### src/inc/keypad_pkg.sv
// shared constants and bus carrier for the keypad interrupt block
package keypad_pkg;

  // number of keypad inputs
  localparam int unsigned PIN_COUNT = 8;

  // register address width and data width
  localparam int unsigned ADDR_WIDTH = 4;
  localparam int unsigned DATA_WIDTH = 8;

  // register offsets
  localparam logic [ADDR_WIDTH-1:0] STATUS_CONTROL_OFFSET = 4'h0;
  localparam logic [ADDR_WIDTH-1:0] PIN_ENABLE_OFFSET = 4'h1;

  // status/control field positions
  localparam int unsigned PENDING_BIT = 3;
  localparam int unsigned ACK_BIT = 2;
  localparam int unsigned MASK_BIT = 1;
  localparam int unsigned SENSE_BIT = 0;

  // values after reset
  localparam logic [DATA_WIDTH-1:0] STATUS_CONTROL_RESET = 8'h00;
  localparam logic [DATA_WIDTH-1:0] PIN_ENABLE_RESET = 8'h00;
  localparam logic MASK_RESET = 1'b0;
  localparam logic SENSE_RESET = 1'b0;

  // answer to an unmapped read
  localparam logic [DATA_WIDTH-1:0] UNMAPPED_READ = 8'h00;

  // register bus request, all fields sampled on one edge
  typedef struct packed {
    logic [ADDR_WIDTH-1:0] addr;
    logic [DATA_WIDTH-1:0] wdata;
    logic write;
    logic read;
  } bus_request_type;

endpackage

### src/hdl/keypad_edge_level_interrupt.sv
// keypad interrupt block: pin enables, shared edge/level latch, status/control register
//
// Operation
// (RQ1) per-pin enable bits gate latch inputs
// (RQ2) enable bit also turns pin pullup on
// (RQ3) latch sets when enabled inputs first fall
// (RQ4) edge mode ignores edge if another low
// (RQ5) level mode holds request while any low
// (RQ6) level mode: clear needs ack and pins high
// (RQ7) vector fetch acknowledge clears the latch
// (RQ8) writing ack one clears; reads zero
// (RQ9) later falling edges set latch again
// (RQ10) reset clears request and sense select
// (RQ11) edge mode: ack clears latch at once
// (RQ12) pending flag readable, ignores mask
// (RQ13) mask one blocks cpu request
// (RQ14) enable bit forces pin to input
// (RQ15) status bits 3..0 laid out, rest zero
// (RQ16) software masks, enables, acks, then unmasks
// (RQ17) level pins need load delay before ack
// (RQ18) active in wait; request wakes cpu
// (RQ19) active in stop; request wakes cpu
// (RQ20) break state protects flag unless enabled
// (RQ21) inputs synchronised, edge from previous sample
// (RQ22) one-cycle vector ack in, level request out
//
// Local design decisions: the plain strobed port and the placing of the registers.
`timescale 1ns/1ns

module keypad_edge_level_interrupt #(
  parameter int unsigned PINS = keypad_pkg::PIN_COUNT
) (
  input wire logic clock,
  input wire logic reset,
  input wire keypad_pkg::bus_request_type bus_request,
  output logic [keypad_pkg::DATA_WIDTH-1:0] read_data,
  input wire logic [PINS-1:0] keypad_input_pins,
  input wire logic vector_fetch_ack,
  input wire logic break_state,
  input wire logic break_clear_enable,
  output logic cpu_request,
  output logic [PINS-1:0] pullup_enable,
  output logic [PINS-1:0] force_input
);

  // pin sampling
  logic [PINS-1:0] pin_meta_q;
  logic [PINS-1:0] pin_sync_q;

  // control and status state
  logic [PINS-1:0] pin_enable_q;
  logic mask_q;
  logic sense_q;
  logic latch_q;
  logic latch_d;
  logic prev_low_q;
  logic pending_q;
  logic pending_d;
  logic cpu_request_q;
  logic [keypad_pkg::DATA_WIDTH-1:0] read_data_q;
  logic [keypad_pkg::DATA_WIDTH-1:0] read_data_d;

  // decoded events
  logic status_write;
  logic enable_write;
  logic ack_write;
  logic sw_ack;
  logic any_ack;
  logic low_any;
  logic edge_seen;

  // two-flop synchroniser per pin
  always_ff @(posedge clock) begin
    if (reset) begin
      pin_meta_q <= '1;
      pin_sync_q <= '1;
    end else begin
      pin_meta_q <= keypad_input_pins;
      pin_sync_q <= pin_meta_q; // see (RQ21)
    end
  end

  // register write decode
  always_comb begin
    status_write = bus_request.write
      && (bus_request.addr == keypad_pkg::STATUS_CONTROL_OFFSET);
    enable_write = bus_request.write
      && (bus_request.addr == keypad_pkg::PIN_ENABLE_OFFSET);
    ack_write = status_write
      && bus_request.wdata[keypad_pkg::ACK_BIT]; // see (RQ8)
  end

  // software ack is blocked in break unless clears allowed
  always_comb begin
    sw_ack = ack_write
      && (!break_state || break_clear_enable); // see (RQ20)
    any_ack = sw_ack || vector_fetch_ack; // see (RQ7) see (RQ22)
  end

  // pin enable register
  always_ff @(posedge clock) begin
    if (reset) begin
      pin_enable_q <= PINS'(keypad_pkg::PIN_ENABLE_RESET);
    end else if (enable_write) begin
      pin_enable_q <= bus_request.wdata[PINS-1:0]; // see (RQ1)
    end
  end

  // mask and sense select bits
  always_ff @(posedge clock) begin
    if (reset) begin
      mask_q <= keypad_pkg::MASK_RESET;
      sense_q <= keypad_pkg::SENSE_RESET; // see (RQ10)
    end else if (status_write) begin
      mask_q <= bus_request.wdata[keypad_pkg::MASK_BIT];
      sense_q <= bus_request.wdata[keypad_pkg::SENSE_BIT];
    end
  end

  // combined low detect over enabled pins only
  always_comb begin
    low_any = |(~pin_sync_q & pin_enable_q); // see (RQ1)
    edge_seen = low_any && !prev_low_q; // see (RQ3) see (RQ4)
  end

  // previous combined low sample
  always_ff @(posedge clock) begin
    if (reset) begin
      prev_low_q <= 1'b0;
    end else begin
      prev_low_q <= low_any; // see (RQ21)
    end
  end

  // shared latch, a new edge wins over an ack
  always_comb begin
    latch_d = latch_q;
    if (edge_seen) begin
      latch_d = 1'b1; // see (RQ3) see (RQ9)
    end else if (any_ack) begin
      latch_d = 1'b0; // see (RQ11)
    end
  end

  // latch state
  always_ff @(posedge clock) begin
    if (reset) begin
      latch_q <= 1'b0; // see (RQ10)
    end else begin
      latch_q <= latch_d;
    end
  end

  // level mode keeps request up while any enabled pin is low
  always_comb begin
    pending_d = latch_d
      || (sense_q && low_any); // see (RQ5) see (RQ6)
  end

  // pending flag, independent of mask
  always_ff @(posedge clock) begin
    if (reset) begin
      pending_q <= 1'b0;
    end else begin
      pending_q <= pending_d; // see (RQ12)
    end
  end

  // masked cpu request, also the wake source in wait and stop
  always_ff @(posedge clock) begin
    if (reset) begin
      cpu_request_q <= 1'b0; // see (RQ10)
    end else begin
      cpu_request_q <= pending_d && !mask_q; // see (RQ13) see (RQ18) see (RQ19)
    end
  end

  // read mux, ack and upper bits read zero
  always_comb begin
    read_data_d = keypad_pkg::UNMAPPED_READ;
    if (bus_request.read) begin
      if (bus_request.addr == keypad_pkg::STATUS_CONTROL_OFFSET) begin
        read_data_d[keypad_pkg::PENDING_BIT] = pending_q; // see (RQ12) see (RQ15)
        read_data_d[keypad_pkg::MASK_BIT] = mask_q;
        read_data_d[keypad_pkg::SENSE_BIT] = sense_q;
      end else if (bus_request.addr == keypad_pkg::PIN_ENABLE_OFFSET) begin
        read_data_d = keypad_pkg::DATA_WIDTH'(pin_enable_q);
      end
    end
  end

  // read data register, valid the cycle after the strobe
  always_ff @(posedge clock) begin
    if (reset) begin
      read_data_q <= keypad_pkg::STATUS_CONTROL_RESET;
    end else begin
      read_data_q <= read_data_d;
    end
  end

  // outputs straight from flops
  assign read_data = read_data_q;
  assign cpu_request = cpu_request_q;
  assign pullup_enable = pin_enable_q; // see (RQ2)
  assign force_input = pin_enable_q; // see (RQ14)
endmodule // keypad_edge_level_interrupt

### config.mk
export PLATFORM = sky130hd
export DESIGN_NAME = keypad_edge_level_interrupt
export DESIGN_NICKNAME = d
export VERILOG_FILES = /design/src/inc/keypad_pkg.sv /design/src/hdl/keypad_edge_level_interrupt.sv
export SDC_FILE = /design/constraint.sdc
export NUM_CORES = 1
export LEC_CHECK = 0
export ABC_AREA = 1
export ABC_CLOCK_PERIOD_IN_PS = 2300
export BUFFER_PORTS_ARGS = -buffer_cell sky130_fd_sc_hd__buf_2
export CAP_MARGIN = 20
export CORE_MARGIN = 5
export CORE_UTILIZATION = 45
export DETAILED_ROUTE_END_ITERATION = 10
export PLACE_DENSITY = 0.74
export SYNTH_ARGS = -nofsm -noshare
export SYNTH_HDL_FRONTEND = slang
export SYNTH_SLANG_ARGS = --single-unit
### constraint.sdc
create_clock -name clock -period 2.3 [get_ports clock]
set_input_delay 0.115 -clock clock [delete_from_list [all_inputs] [get_ports clock]]
set_output_delay 0.115 -clock clock [all_outputs]
set_load 0.05 [all_outputs]
==> results list <==
- The commonest cells after synthesis are 38 x dfxtp_1, 32 x nand2_1, 21 x inv_1.
* Count of state elements after synthesis: 38
- Total wirelength of the detailed-routed design: 2847 um
- In the finished design, the share of the clock period the worst path needs comes to 0.5056.
- TritonCTS built the clock tree.
- Die area: 4196 um2
* Via count: 1137
* Number of antenna repair diodes: 0
- Maximum clock skew at final layout: 0.005352 ns
- The number of buffers and inverters on the critical path is 1.
* Remaining design rule violation count: 0
- Synth-to-layout area growth: 25.21%
- The first global-routing pass estimated 5099 um of wire.
* Depth of the worst register-to-register path: 8
* Iter 0 DRT Violations: 84
- For this design the static power due to leakage is 0.8802 nW.
- Sum of net half-perimeters after detailed placement: 2127 um
* Leading area contributor after synthesis: dfxtp_1
- Final-report hold violation count: 0
* Hold/Removal Path Class: primary input to register
- For this design, the slowest cell found on the critical path is dfxtp_1.
* Core area: 2805 um2
- Maximum resistive drop on vdd: 448.0 uV
* Critical path class: register to output port
* Worst setup slack for register-to-register paths: 1.23 ns
- Critical path origin: force_input[1]
- Overall die height: 64.78 um
* Arrival time at the worst endpoint: 1.05 ns
* Root Buffer: clkbuf_4
- Mean routed wirelength per cell: 11.62 um
* Crit Reg-Reg Startpoint: force_input[1]
* Total placed cells including tap cells: 230
- Following the worst setup path forward leads to its endpoint at pullup_enable[1].
* Instance count on the critical path: 1
* Clk Latency, worst-skew pair: 0.34 ns
- Remaining global-route overflow: 0
- In this run the cell area of the synthesized design comes to 1350 um2.
- Data required time at the worst endpoint: 2.18 ns
* Total of max-cap violations: 0
* Routability-driven placement congestion ratio: 0.7630
- After technology mapping, the gate count stands at 159.
- Clock Path Buffers: 2
- Timing would allow up to 0.8600 GHz.
- In the final layout, the share of cells above drive strength 1 is 0.3598.
- For this run, the number of standard cells in the final layout without fillers is 245.
* Dominant synthesized flop cell: dfxtp_1
- Adding up every negative setup slack in the final design gives 0 ns.
* Top-area cell type share of the netlist area: 0.5635
- Critical Path End Type: output port
* Sequential-to-total area share from yosys stat: 0.5635
- The H-tree was split into 2 levels.
* Period minus WS final: 1.163 ns
* Number of antenna violations at the first check in global routing: 0
* Count of flip-flops with a built-in enable after synthesis: 0
- Number of clock sinks seen by CTS: 38
- Peak fanout along the critical path: 5
- Averaged over all synthesized cells, the footprint is 8.491 um2.
- Power per unit of standard cell area: 645.6 nW/um2
- The kind of cell with the highest combined delay along the critical path is flip-flops.
- The worst register-to-register path ends at cpu_request.
- The initial utilization of the core area, before any placement, comes to 0.4813.
- Antenna-violating nets left: 0
- Pin count of the biggest net entering global routing: 24
- Most used standard cell by instance count after synthesis: dfxtp_1
- The worst setup path is launched from a register.
* Final count of negative-setup-slack endpoints: 0
- In the synthesized netlist the async set-or-reset flop fraction comes to 0.
- I/O pin total: 52
- In this run, distinct cell masters in the synthesized netlist total 17.
- The number of max-slew violations in the final report is 0.
- Outcome: complete, no violations
* Core Rows: 19
- Width of the chip: 64.78 um
- Reg clk slew, reported paths: 0.10 ns
- Counting the buffers created by CTS gives 5.
- Number of global-route vias before repair: 1158
* Mapped Nets: 186
- Using the TritonRoute via totals, the vias-per-cell ratio works out to 4.641.
* Crit path cell chain: buf_2
- Actual slew at the worst max-slew pin: 0.3332 ns
- Setup repair after global routing left no endpoint under its margin.
- Total of buffers placed on input and output ports: 51
- Drt first pass iters: 4
* Worst max-slew margin expressed relative to the limit: 0.7779
* Global-route total usage across every layer: 0.1590
- For this run, the slowest stage of the critical path takes 0.42 ns.
- Number of nets in the layout: 241
- Cell types occupying the most area after synthesis: dfxtp_1 56%, nand2_1 8.9%, or2_2 7.4%, inv_1 5.8%, a21oi_1 5.2%
- Yosys warns: 0
worst register-to-register path: stages (launching register included):
cell,delay [ns]
dfxtp_1,0.36
nand2_1,0.08
nand2_1,0.05
nor2_1,0.09
nand2_1,0.10
nand2_1,0.10
nand3_1,0.07
nand2_1,0.08
nor2_1,0.04
per-layer routing:
layer,up-vias,routed length [um],global-route usage,part of all wire
met1,491,1119,0.1745,0.39
met4,0,82,0.08179,0.029
met2,53,1340,0.2631,0.47
met5,-,0,0,0
li1,586,-,-,-
met3,7,305,0.06563,0.11
cells by family after synthesis:
family / after synthesis / share of synthesized area
AO/OA/AOI/OAI: 21 / 0.08063
flip-flops: 38 / 0.5635
buffers and inverters: 32 / 0.1168
AND/OR/NAND/NOR: 68 / 0.2391
how the worst min path moves through the flow:
stage / startpoint / end / slack [ns] / cells after the start
after CTS: bus_request[2] / sense_q / 0.03 / 3
final: bus_request[2] / sense_q / 0.03 / 3
after detailed placement: keypad_input_pins[2] / pin_meta_q[2] / 0.30 / 2
after global routing: bus_request[2] / sense_q / 0.02 / 3
after global placement: keypad_input_pins[6] / pin_meta_q[6] / 0.30 / 2
after floorplan: keypad_input_pins[0] / pin_meta_q[0] / 0.22 / 1
metrics by stage:
stage                     area, um2    util  setup slack, ns  power [mW]  hold slack (ns)
after global routing           1690  0.6026            1.013       1.151          0.02330
after CTS                      1690  0.6026            1.113       1.100          0.02668
after detailed placement       1565  0.5580            1.136      0.7845           0.3008
after floorplan                1350       -            1.038      0.7504           0.2188
after global placement         1565  0.5580            1.207      0.7822           0.2976
final                          1690  0.6026            1.137       1.091          0.03069
state kept, by name (all words and copies together), names as in the netlist:
register,cells
cpu_request,1
force_input,8
latch_q,1
mask_q,1
pending_q,1
pin_meta_q,8
pin_sync_q,8
prev_low_q,1
read_data,8
sense_q,1
cell type report:
| cell class | count | area, um2 |
|---|---|---|
| timing repair buffer | 59 | 335.3 |
| sequential | 38 | 760.7 |
| tap | 31 | 38.79 |
| inverter | 21 | 78.83 |
| clock buffer | 7 | 45.04 |
| fill | 265 | 1115 |
| multi-input combinational | 89 | 431.7 |
repair_timing:
item	4_1_cts	5_1_grt
setup buffers	0	0
setup endpoints to repair	0	0
resized for setup	0	0
endpoints found under the hold margin	8	0
hold buffers	8	0
power by group:
part,total [mW],switching (mW),internal [mW]
registers,0.681,0.00594,0.675
logic,0.0982,0.0551,0.0431
clock network,0.312,0.197,0.115
total,1.09,0.258,0.833
cells in the final DEF (no fill, tap or decap):
master / netlist / final
buf_2: 0 / 51
dfxtp_1: 38 / 38
nand2_1: 32 / 32
inv_1: 21 / 21
or2_2: 16 / 16
a21oi_1: 14 / 14
nor2_1: 10 / 10
dlygate4sd3_1: 0 / 8
nand3_1: 6 / 6
o21ai_0: 5 / 5
clkbuf_4: 0 / 5
clkbuf_1: 2 / 2
nor2_2: 1 / 1
nand2_2: 1 / 1
nor2_4: 1 / 1
nand2_4: 1 / 1
o21ai_1: 1 / 1
o21ai_2: 1 / 1
Power figures use the tool's default switching activity.
